<file path="src/core/tbc_pkg.sv">
/*
 * tbc_pkg: shared widths, state codes and carrier structs of the
 * table-branch and conditional-block unit.
 * assumes a 32-bit byte address space and a 4-bit condition flag word.
 */
`default_nettype none
package tbc_pkg;
    localparam int ADDR_W      = 32;
    localparam int FLAG_W      = 4;
    localparam int COND_W      = 4;
    localparam int IT_LEN_W    = 3;
    localparam int IT_MAX_LEN  = 4;
    localparam int ENTRY_W     = 16;
    localparam int BYTE_W      = 8;
    localparam int IDX_SHIFT   = 1;   // halfword index scale
    localparam int OFS_SHIFT   = 1;   // entry doubling
    localparam int CBR_SHORT_W = 9;   // conditional branch reach outside a block
    localparam int CBR_LONG_W  = 21;  // conditional branch reach inside a block
    localparam logic [ADDR_W-1:0]   ADDR_RST  = 32'h0000_0000;
    localparam logic [FLAG_W-1:0]   FLAGS_RST = 4'h0;
    localparam logic [COND_W-1:0]   COND_RST  = 4'h0;
    localparam logic [IT_LEN_W-1:0] IT_NONE   = 3'h0;
    localparam logic [IT_LEN_W-1:0] IT_LAST   = 3'h1;

    typedef enum logic [0:0] {
        TBC_IDLE  = 1'b0,
        TBC_FETCH = 1'b1
    } tbc_state_t;

    typedef struct packed {
        logic              halfword;    // table_branch_halfword when set
        logic              base_is_pc;
        logic              base_is_sp;
        logic              index_is_sp;
        logic              index_is_pc;
        logic [ADDR_W-1:0] table_base_register;
        logic [ADDR_W-1:0] table_index_register;
        logic [ADDR_W-1:0] next_addr;   // byte after the table branch
    } tbc_req_t;

    typedef struct packed {
        logic [CBR_LONG_W-1:0] offset;  // signed byte offset
        logic [ADDR_W-1:0]     next_addr;
    } tbc_cbr_t;
endpackage
`default_nettype wire

</file>
<file path="src/core/tbc_table_branch.sv">
/*
 * tbc_table_branch: executes table_branch_byte / table_branch_halfword,
 * tracks the if_then_block_prefix window, resolves conditional_branch
 * targets and holds the condition flags.
 * assumes a memory port returning the addressed byte or halfword in the
 * low lanes of i_mem_rdata, held stable with i_mem_ack; one clock.
 */
`timescale 1ns/1ps
`default_nettype none
module tbc_table_branch (
    input  wire logic                         i_core_clk,
    input  wire logic                         i_rstn,
    input  wire logic                         i_tb_valid,
    output logic                              o_tb_ready,
    input  wire tbc_pkg::tbc_req_t            i_tb_req,
    output logic                              o_mem_req,
    output logic [tbc_pkg::ADDR_W-1:0]        o_mem_addr,
    output logic                              o_mem_half,
    input  wire logic                         i_mem_ack,
    input  wire logic [tbc_pkg::ENTRY_W-1:0]  i_mem_rdata,
    output logic                              o_br_valid,
    output logic [tbc_pkg::ADDR_W-1:0]        o_br_target,
    output logic                              o_usage_err,
    input  wire logic                         i_it_valid,
    input  wire logic [tbc_pkg::IT_LEN_W-1:0] i_it_len,
    input  wire logic [tbc_pkg::COND_W-1:0]   i_it_cond,
    input  wire logic                         i_retire,
    output logic                              o_in_it_block,
    output logic [tbc_pkg::COND_W-1:0]        o_it_cond,
    input  wire logic                         i_cbr_valid,
    input  wire tbc_pkg::tbc_cbr_t            i_cbr,
    output logic                              o_cbr_valid,
    output logic [tbc_pkg::ADDR_W-1:0]        o_cbr_target,
    input  wire logic                         i_flags_we,
    input  wire logic [tbc_pkg::FLAG_W-1:0]   i_flags,
    output logic [tbc_pkg::FLAG_W-1:0]        o_flags
);
    localparam int                AW         = tbc_pkg::ADDR_W;
    localparam int                LW         = tbc_pkg::IT_LEN_W;
    // clamp limit for the block length; a longer prefix acts as a full block
    localparam logic [LW-1:0]     IT_LEN_MAX = LW'(tbc_pkg::IT_MAX_LEN);

    ////////////////////////////////////////////////////////////////////////////
    // table branch engine
    tbc_pkg::tbc_state_t           state_r, state_nxt;
    logic [AW-1:0]                 addr_r, addr_nxt;
    logic [AW-1:0]                 next_r, next_nxt;
    logic                          half_r, half_nxt;
    logic                          brv_r, brv_nxt;
    logic [AW-1:0]                 tgt_r, tgt_nxt;
    logic                          err_r, err_nxt;
    logic [AW-1:0]                 tbl_start;
    logic [AW-1:0]                 tbl_ofs;
    logic [AW-1:0]                 entry_ext;
    logic                          take;
    logic [tbc_pkg::IT_LEN_W-1:0]  it_left_r, it_left_nxt;

    assign o_tb_ready = (state_r == tbc_pkg::TBC_IDLE);
    assign take       = i_tb_valid && o_tb_ready;

    always_comb begin
        tbl_start = i_tb_req.base_is_pc ? i_tb_req.next_addr
                                        : i_tb_req.table_base_register;
        tbl_ofs   = i_tb_req.halfword
                  ? (i_tb_req.table_index_register << tbc_pkg::IDX_SHIFT)
                  : i_tb_req.table_index_register;
        // unsigned entry, upper lanes forced to zero
        entry_ext = half_r ? AW'(i_mem_rdata)
                           : AW'(i_mem_rdata[tbc_pkg::BYTE_W-1:0]);
        state_nxt = state_r;
        addr_nxt  = addr_r;
        next_nxt  = next_r;
        half_nxt  = half_r;
        tgt_nxt   = tgt_r;
        brv_nxt   = 1'b0;
        err_nxt   = 1'b0;
        unique case (state_r)
            tbc_pkg::TBC_IDLE: begin
                if (take) begin
                    state_nxt = tbc_pkg::TBC_FETCH;
                    addr_nxt  = tbl_start + tbl_ofs;
                    next_nxt  = i_tb_req.next_addr;
                    half_nxt  = i_tb_req.halfword;
                    // misuse is still executed; the flag only reports it
                    err_nxt   = i_tb_req.base_is_sp || i_tb_req.index_is_sp
                             || i_tb_req.index_is_pc
                             || (it_left_r != tbc_pkg::IT_NONE
                                 && it_left_r != tbc_pkg::IT_LAST);
                end
            end
            tbc_pkg::TBC_FETCH: begin
                if (i_mem_ack) begin
                    state_nxt = tbc_pkg::TBC_IDLE;
                    brv_nxt   = 1'b1;
                    tgt_nxt   = next_r + (entry_ext << tbc_pkg::OFS_SHIFT);
                end
            end
        endcase
    end

    always_ff @(posedge i_core_clk or negedge i_rstn) begin
        if (!i_rstn) begin
            state_r <= tbc_pkg::TBC_IDLE;
            addr_r  <= tbc_pkg::ADDR_RST;
            next_r  <= tbc_pkg::ADDR_RST;
            half_r  <= 1'b0;
            brv_r   <= 1'b0;
            tgt_r   <= tbc_pkg::ADDR_RST;
            err_r   <= 1'b0;
        end else begin
            state_r <= state_nxt;
            addr_r  <= addr_nxt;
            next_r  <= next_nxt;
            half_r  <= half_nxt;
            brv_r   <= brv_nxt;
            tgt_r   <= tgt_nxt;
            err_r   <= err_nxt;
        end
    end

    assign o_mem_req   = (state_r == tbc_pkg::TBC_FETCH);
    assign o_mem_addr  = addr_r;
    assign o_mem_half  = half_r;
    assign o_br_valid  = brv_r;
    assign o_br_target = tgt_r;
    assign o_usage_err = err_r;

    ////////////////////////////////////////////////////////////////////////////
    // conditional block window and conditional branch reach
    logic [tbc_pkg::COND_W-1:0] cond_r, cond_nxt;
    logic                       cbv_r, cbv_nxt;
    logic [AW-1:0]              cbt_r, cbt_nxt;
    logic [AW-1:0]              cbr_ofs;

    always_comb begin
        it_left_nxt = it_left_r;
        cond_nxt    = cond_r;
        // a new prefix wins over a retire in the same cycle
        if (i_it_valid) begin
            it_left_nxt = (i_it_len > IT_LEN_MAX) ? IT_LEN_MAX : i_it_len;
            cond_nxt    = i_it_cond;
        end else if (i_retire && it_left_r != tbc_pkg::IT_NONE) begin
            it_left_nxt = it_left_r - tbc_pkg::IT_LAST;
        end
        cbr_ofs = (it_left_r != tbc_pkg::IT_NONE)
                ? AW'(signed'(i_cbr.offset))
                : AW'(signed'(i_cbr.offset[tbc_pkg::CBR_SHORT_W-1:0]));
        cbv_nxt = i_cbr_valid;
        cbt_nxt = i_cbr_valid ? i_cbr.next_addr + cbr_ofs : cbt_r;
    end

    always_ff @(posedge i_core_clk or negedge i_rstn) begin
        if (!i_rstn) begin
            it_left_r <= tbc_pkg::IT_NONE;
            cond_r    <= tbc_pkg::COND_RST;
            cbv_r     <= 1'b0;
            cbt_r     <= tbc_pkg::ADDR_RST;
        end else begin
            it_left_r <= it_left_nxt;
            cond_r    <= cond_nxt;
            cbv_r     <= cbv_nxt;
            cbt_r     <= cbt_nxt;
        end
    end

    assign o_in_it_block = (it_left_r != tbc_pkg::IT_NONE);
    assign o_it_cond     = cond_r;
    assign o_cbr_valid   = cbv_r;
    assign o_cbr_target  = cbt_r;

    ////////////////////////////////////////////////////////////////////////////
    // condition flags: only an explicit writer changes them
    logic [tbc_pkg::FLAG_W-1:0] flags_r, flags_nxt;

    always_comb begin
        flags_nxt = i_flags_we ? i_flags : flags_r;
    end

    always_ff @(posedge i_core_clk or negedge i_rstn) begin
        if (!i_rstn) begin
            flags_r <= tbc_pkg::FLAGS_RST;
        end else begin
            flags_r <= flags_nxt;
        end
    end

    assign o_flags = flags_r;

    ////////////////////////////////////////////////////////////////////////////
    // checks
    chk_byte_target: assert property (@(posedge i_core_clk) disable iff (!i_rstn)
        (state_r == tbc_pkg::TBC_FETCH && i_mem_ack && !half_r) |=>
        o_br_valid && o_br_target == $past(next_r) + {$past(i_mem_rdata[7:0]), 1'b0})
        else $error("byte table target wrong");
    chk_half_target: assert property (@(posedge i_core_clk) disable iff (!i_rstn)
        (state_r == tbc_pkg::TBC_FETCH && i_mem_ack && half_r) |=>
        o_br_valid && o_br_target == $past(next_r) + {$past(i_mem_rdata), 1'b0})
        else $error("halfword table target wrong");
    chk_index_scale: assert property (@(posedge i_core_clk) disable iff (!i_rstn)
        (take && i_tb_req.halfword && !i_tb_req.base_is_pc) |=>
        o_mem_addr == $past(i_tb_req.table_base_register)
                      + {$past(i_tb_req.table_index_register[AW-2:0]), 1'b0})
        else $error("halfword index not scaled");
    chk_forward_only: assert property (@(posedge i_core_clk) disable iff (!i_rstn)
        o_br_valid |-> (o_br_target - next_r) <= AW'(32'h0001_FFFE))
        else $error("table branch offset out of forward range");
    chk_pc_base: assert property (@(posedge i_core_clk) disable iff (!i_rstn)
        (take && i_tb_req.base_is_pc && !i_tb_req.halfword) |=>
        o_mem_req && o_mem_addr == $past(i_tb_req.next_addr)
                                   + $past(i_tb_req.table_index_register))
        else $error("pc based table start wrong");
    chk_flags_hold: assert property (@(posedge i_core_clk) disable iff (!i_rstn)
        (o_mem_req && !i_flags_we) |=> o_flags == $past(o_flags))
        else $error("flags moved during table branch");
    chk_prefix_flags: assert property (@(posedge i_core_clk) disable iff (!i_rstn)
        (i_it_valid && !i_flags_we) |=> $stable(o_flags) && o_in_it_block)
        else $error("block prefix disturbed flags");
    chk_short_reach: assert property (@(posedge i_core_clk) disable iff (!i_rstn)
        (i_cbr_valid && !o_in_it_block) |=>
        (o_cbr_target - $past(i_cbr.next_addr)) ==
        AW'(signed'($past(i_cbr.offset[tbc_pkg::CBR_SHORT_W-1:0]))))
        else $error("outside block branch reach wrong");
    chk_zero_extend: assert property (@(posedge i_core_clk) disable iff (!i_rstn)
        (state_r == tbc_pkg::TBC_FETCH && i_mem_ack && !half_r) |=>
        (o_br_target - next_r) < AW'(32'h0000_0200))
        else $error("byte entry not zero extended");
    cov_byte_branch: cover property (@(posedge i_core_clk) disable iff (!i_rstn)
        take && !i_tb_req.halfword ##[1:20] o_br_valid);
    cov_half_branch: cover property (@(posedge i_core_clk) disable iff (!i_rstn)
        take && i_tb_req.halfword ##[1:20] o_br_valid);
    cov_last_in_block: cover property (@(posedge i_core_clk) disable iff (!i_rstn)
        take && it_left_r == tbc_pkg::IT_LAST);
    cov_long_reach: cover property (@(posedge i_core_clk) disable iff (!i_rstn)
        i_cbr_valid && o_in_it_block);
endmodule
`default_nettype wire

</file>
<file path="config.mk">
export PLATFORM = sky130hd
export DESIGN_NAME = tbc_table_branch
export DESIGN_NICKNAME = d
export VERILOG_FILES = /design/src/core/tbc_pkg.sv /design/src/core/tbc_table_branch.sv
export SDC_FILE = /design/constraint.sdc
export NUM_CORES = 1
export LEC_CHECK = 0
export BUFFER_PORTS_ARGS = -buffer_cell sky130_fd_sc_hd__buf_2
export CAP_MARGIN = 5
export CORE_ASPECT_RATIO = 2
export CORE_MARGIN = 8
export CORE_UTILIZATION = 40
export DETAILED_ROUTE_END_ITERATION = 6
export PLACE_DENSITY = 0.76
export SYNTH_ARGS = -nofsm -noshare
export SYNTH_HDL_FRONTEND = slang
export SYNTH_SLANG_ARGS = --single-unit
</file>
<file path="constraint.sdc">
create_clock -name i_core_clk -period 3.4 [get_ports i_core_clk]
set_clock_uncertainty 0.1 [all_clocks]
set_input_delay 0.51 -clock i_core_clk [delete_from_list [all_inputs] [get_ports i_core_clk]]
set_output_delay 0.51 -clock i_core_clk [all_outputs]
set_load 0.01 [all_outputs]
</file>
* After elaboration in Yosys (flattened, before gate mapping) *
Cells that the tools add are included.
Widths: inputs -> output; s select.

cells by class
  $lt $le $gt $ge = 1
  add/subtract/negate cells = 4
  multiply operators = 0
  reductions and logical operators = 10
  divide/modulo/power cells = 0
  bitwise logic cells = 1
  muxes and demuxes = 14
  shifts and indexed selects = 0
  equal/unequal tests = 1

operators by type and width
  kind                 number
  $mux 32              3
  $add 32x32->32       2
  $add 32x17->32       1
  $mux 16              1
  $mux 3               3
  $mux 1               6
  $reduce_and 2->1     2
  $gt 3x3->1 const B   1
  $logic_and 1x1->1    3
  $logic_or 1x1->1     3
  $ne 3x1->1 const B   1
  $reduce_bool 3->1    1
  $sub 3x1->3 const B  1
  $pmux 1 s2           1
  $reduce_bool 2->1    1
  $not 1->1            1

storage, ports and cells
  memories kept = 0
  RAM bits = 0
  bits in latches = 0
  flip-flop bits (word level) = 144
  memory bits (read-only) = 0

* Longest topological paths before layout *
  depth after elaboration = 5
  mapped depth = 17
  gate-level depth less buffers = 15

* Worst setup path after synthesis *
Ideal clock, no wire load.

  kind = input -> register
  start point = input port i_tb_req[99] in the netlist's numbering
  end point = register addr_r[28] (netlist: o_mem_addr[28])
  data arrival time = 3510 ps
  setup time = 133 ps
  buffers on the path = 2
  setup slack = -343 ps
  cell stages on the path = 14
  path through = clkbuf_1 clkbuf_1 mux2_2 ha_1 fa_1 a21oi_1 o211ai_1 a21oi_1 o311a_1 o31a_1 o21bai_1 a21oi_1 xor2_1 o21ai_0

between the ends
  cells in the longest elaborated chain, start to end = 2

ends and longest elaborated chain
  item                  RTL line                 text
  start, declared       tbc_table_branch.sv:15   input wire tbc_pkg::tbc_req_t i_tb_req,
  $mux 32               tbc_table_branch.sv:62   tbl_start = i_tb_req.base_is_pc ? i_tb_req.next_addr
  $add 32x32->32        tbc_table_branch.sv:81   addr_nxt = tbl_start + tbl_ofs;
  end signal, assigned  tbc_table_branch.sv:104  addr_r <= tbc_pkg::ADDR_RST;
  end signal, assigned  tbc_table_branch.sv:112  addr_r <= addr_nxt;
  end, declared         tbc_table_branch.sv:46   logic [AW-1:0] addr_r, addr_nxt;

Every way passes these cells.
A chain may end at the register's enable or synchronous reset.

* Worst setup path after layout *
  start point = register it_left_r[1] in the netlist's numbering
  end point = register cbt_r[24] (netlist: o_cbr_target[24])

between the ends
  cells in the longest elaborated chain, start to end = 3

ends and longest elaborated chain
  item                    RTL line                 text
  start, declared         tbc_table_branch.sv:56   logic [tbc_pkg::IT_LEN_W-1:0] it_left_r, it_left_nxt;
  start signal, assigned  tbc_table_branch.sv:154  it_left_r <= tbc_pkg::IT_NONE;
  start signal, assigned  tbc_table_branch.sv:159  it_left_r <= it_left_nxt;
  $reduce_bool 3->1       tbc_table_branch.sv:145  cbr_ofs = (it_left_r != tbc_pkg::IT_NONE)
  $mux 32                 tbc_table_branch.sv:146  ? AW'(signed'(i_cbr.offset))
  $add 32x32->32          tbc_table_branch.sv:149  cbt_nxt = i_cbr_valid ? i_cbr.next_addr + cbr_ofs : cbt_r;
  end signal, assigned    tbc_table_branch.sv:157  cbt_r <= tbc_pkg::ADDR_RST;
  end signal, assigned    tbc_table_branch.sv:162  cbt_r <= cbt_nxt;
  end, declared           tbc_table_branch.sv:132  logic [AW-1:0] cbt_r, cbt_nxt;

Every way passes these cells.

==> impl_metrics.ini <==
[worst_setup_path]
path_max_fanout = 5
startpoint_type = flip-flop
worst-r2r-setup-slack_ns = 0.06
timing.rr.end = o_cbr_target[24]$_DFFE_PN0P_
cp.required_ns = 3.62
worstSetupPathType = flip-flop to flip-flop
crit_arrival_ns = 3.56
critPathCaptureType = flip-flop
reg2reg_depth = 16
r2r_start = it_left_r[1]$_DFFE_PN0P_

[die]
die_h_um = 243.8
die_x_um = 129.9
rows = 83
initial_utilization_pct = 40.47
core_area_mm2 = 0.02565
ios = 300
dieArea_mm2 = 0.03168

[pwr]
p_leak_nw = 6.853
p_sw_mw = 3.321
clockPowerShare_pct = 21.5
ir_worst_vdd_v = 0.0003663
swShare_pct = 38.30
intPower_mw = 5.351
cellPowerDensity_mw_per_mm2 = 615.0
combPwrFrac_pct = 48.0
seqPwrFrac_pct = 30.6

[yosys]
synth_cell_types = 66
yosys.area.top_type = dfrtp_1
synthCells = 1088
yosys_warnings = 0
postSynthAreaPerCell_um2 = 9.542
ys_seq_area_share_pct = 34.71
ys_ff_latch = 144
synthArstFlopShare_pct = 100.0
mappedNetlistArea_mm2 = 0.01038
synth_ff_type = dfrtp_1
synth.area.top_cells = dfrtp_1, mux2_2, ha_1
synth_top_area_share_pct = 34.71
synth_edf_count = 0
synthesis.nets = 1364

[cells_and_area]
fin_nets = 1788
final_area_mm2 = 0.01410
final_util_pct = 54.97
drive_above_1_share_pct = 43.34
n_fill_cell = 2313
syn_to_final_growth_pct = 35.82

[sta]
fin_tns_setup_ns = 0
max_slew.worst_pin.slew_ns = 1.014
slew_violations = 0
hold_viol = 0
period_needed_ns = 3.338
final-setup-viol-count = 0
relSlewSlack_pct = 32.39
holdWs_ns = 0.02029
min_period_over_period_pct = 98.18
fmax_mhz = 299.6

[placement]
io_buffers = 299
place_area_mm2 = 0.01329
place.gp.congestion = 0.9830
dp.final_hpwl_mm = 29.32

[drt]
post_drt_wl_per_cell_um = 19.05
routed_via_density = 5.300
num_vias = 9890
drt_iter0_markers = 342
ant_nets = 0
dr.pass1.iters = 5
drc = 0
totalWireLength_mm = 35.54

[global_routing]
grt_max_degree = 96
grt_pass1_vias = 10621
grt_usage_pct = 22.25
gr-total-overflow = 0
grt_first_pass_wirelength_mm = 53.90
antenna_found_initial = 1

[cts]
clock_latency_ns = 0.44
cts.path.max_buffers = 2
htree_levels = 4
cts_tree = done
cts_root_buf = clkbuf_16
postCtsHoldBufs = 0
cts_buffers = 17
clkSinkCount = 144
path_clk_slew_ns = 0.06

[min_path]
hold_path_class = input port to async pin

[job]
cap_viol_max_count = 0

[run_status]
run_status = finished clean
[power by group through the flow]
stage | clock network [mW] | registers (mW) | logic (mW)
3_5_place_dp | 0 | 2.68 | 4.06
6_report | 1.86 | 2.65 | 4.16
5_1_grt | 1.97 | 2.73 | 4.56
2_1_floorplan | 0 | 2.86 | 2.10
4_1_cts | 1.91 | 2.65 | 4.12
3_3_place_gp | 0 | 2.66 | 3.98
[timing repair]
| item | 4_1_cts | 5_1_grt |
|---|---|---|
| gates cloned | 0 | 1 |
| setup endpoints to repair | 9 | 20 |
| gates resized for setup | 13 | 32 |
| pin swaps | 0 | 6 |
| setup buffers | 0 | 5 |
[metrics by stage]
step / instances / power, mW / setup WS [ns]
3_5_place_dp: 1827 / 6.737 / -0.3448
3_3_place_gp: 1827 / 6.638 / -0.3036
6_report: 1866 / 8.672 / 0.06200
4_1_cts: 1859 / 8.680 / -0.007972
5_1_grt: 1866 / 9.261 / -0.01001
2_1_floorplan: 1088 / 4.962 / 0.02190
[worst max-delay path by stage]
stage / startpoint / endpoint / slack [ns] / depth (start not counted)
after floorplan: i_tb_req[99] / o_mem_addr[30]$_DFFE_PN0P_ / 0.02 / 13
final: it_left_r[1]$_DFFE_PN0P_ / o_cbr_target[24]$_DFFE_PN0P_ / 0.06 / 16
after CTS: it_left_r[1]$_DFFE_PN0P_ / o_cbr_target[22]$_DFFE_PN0P_ / -0.008 / 16
after global routing: it_left_r[0]$_DFFE_PN0P_ / o_cbr_target[29]$_DFFE_PN0P_ / -0.01 / 17
after detailed placement: i_tb_req[99] / o_mem_addr[28]$_DFFE_PN0P_ / -0.34 / 14
after global placement: i_tb_req[99] / o_mem_addr[28]$_DFFE_PN0P_ / -0.30 / 14
[cell usage after synthesis (all sizes together) (6+ instances only)]
master,n
a211oi,6
ha,84
nand2b,11
nand4,12
nor3,15
xnor2,48
dfrtp,144
nor2,43
o21ai,91
clkbuf,37
mux2,135
xor2,41
nand2,130
a21oi,75
and2,10
o21bai,14
a21o,33
nor2b,8
nand3,24
inv,19
o31ai,7
o21a,8
or3,6
[worst max-delay path: stages (launching register included)]
cell and delay [ns]:
dfrtp_1 0.37, inv_2 0.06, ha_4 0.17, nand3b_1 0.09, buf_4 0.16, clkbuf_4 0.19, nand2_1 0.11, ha_1 0.37
and3_1 0.20, nand3_1 0.10, nor2_1 0.16, nand3_1 0.18, o211ai_1 0.21, a21oi_2 0.12, o31ai_1 0.26, xor2_1 0.11
mux2_2 0.27
[cell usage in the layout (no fill, tap or decap), types with 8 or more instances in the layout]
| cell type | instances |
|---|---|
| and2_1 | 10 |
| buf_4 | 141 |
| o21ai_0 | 82 |
| ha_1 | 78 |
| o21bai_1 | 14 |
| xor2_1 | 41 |
| a21o_1 | 32 |
| nor2_1 | 42 |
| inv_1 | 16 |
| nor3_1 | 15 |
| nand3_1 | 24 |
| a21oi_1 | 68 |
| o21a_1 | 8 |
| nand4_1 | 12 |
| xnor2_1 | 48 |
| mux2_2 | 135 |
| nand2_1 | 126 |
| clkbuf_16 | 17 |
| dfrtp_1 | 144 |
| nand2b_1 | 10 |
| buf_2 | 297 |
[logic make-up (layout without fill, tap and decap cells)]
logic type	Yosys count	in the layout	share of synthesized area, %
and+or+nand+nor	284	284	12.74
buffers and inverters	62	499	2.302
DFF	144	144	34.71
other	0	1	0
xor gates and xnor gates	89	89	7.509
adders and majority gates	87	87	10.70
muxes	139	139	15.03
AOI/OAI and AO/OA	283	283	17.01
[per-layer routing]
layer,vias up,GRT usage (%),part of all wire (%)
li1,4798,-,-
met1,4652,19.80,33
met2,344,43.26,56
met3,96,4.026,5.0
met4,0,14.75,6.0
met5,-,0,0
[flip-flops by register name, summed over array words and instances (netlist names)]
signal	flops
next_r	32
o_mem_req	1
o_br_valid	1
o_it_cond	4
o_cbr_valid	1
o_cbr_target	32
it_left_r	3
o_mem_addr	32
o_mem_half	1
o_flags	4
o_br_target	32
o_usage_err	1
[layout make-up]
cell class                      count  area (µm²)  area share [%]
Multi-Input combinational cell    882        6763           47.96
Sequential cell                   144        3603           25.56
Timing Repair Buffer              447        2655           18.83
Clock buffer                       20       466.7           3.310
Tap cell                          340       425.4           3.017
Clock inverter                     12       108.9          0.7720
Inverter                           20       75.07          0.5324
Antenna cell                        1       2.502         0.01775
Power figures use the tool's default switching activity.
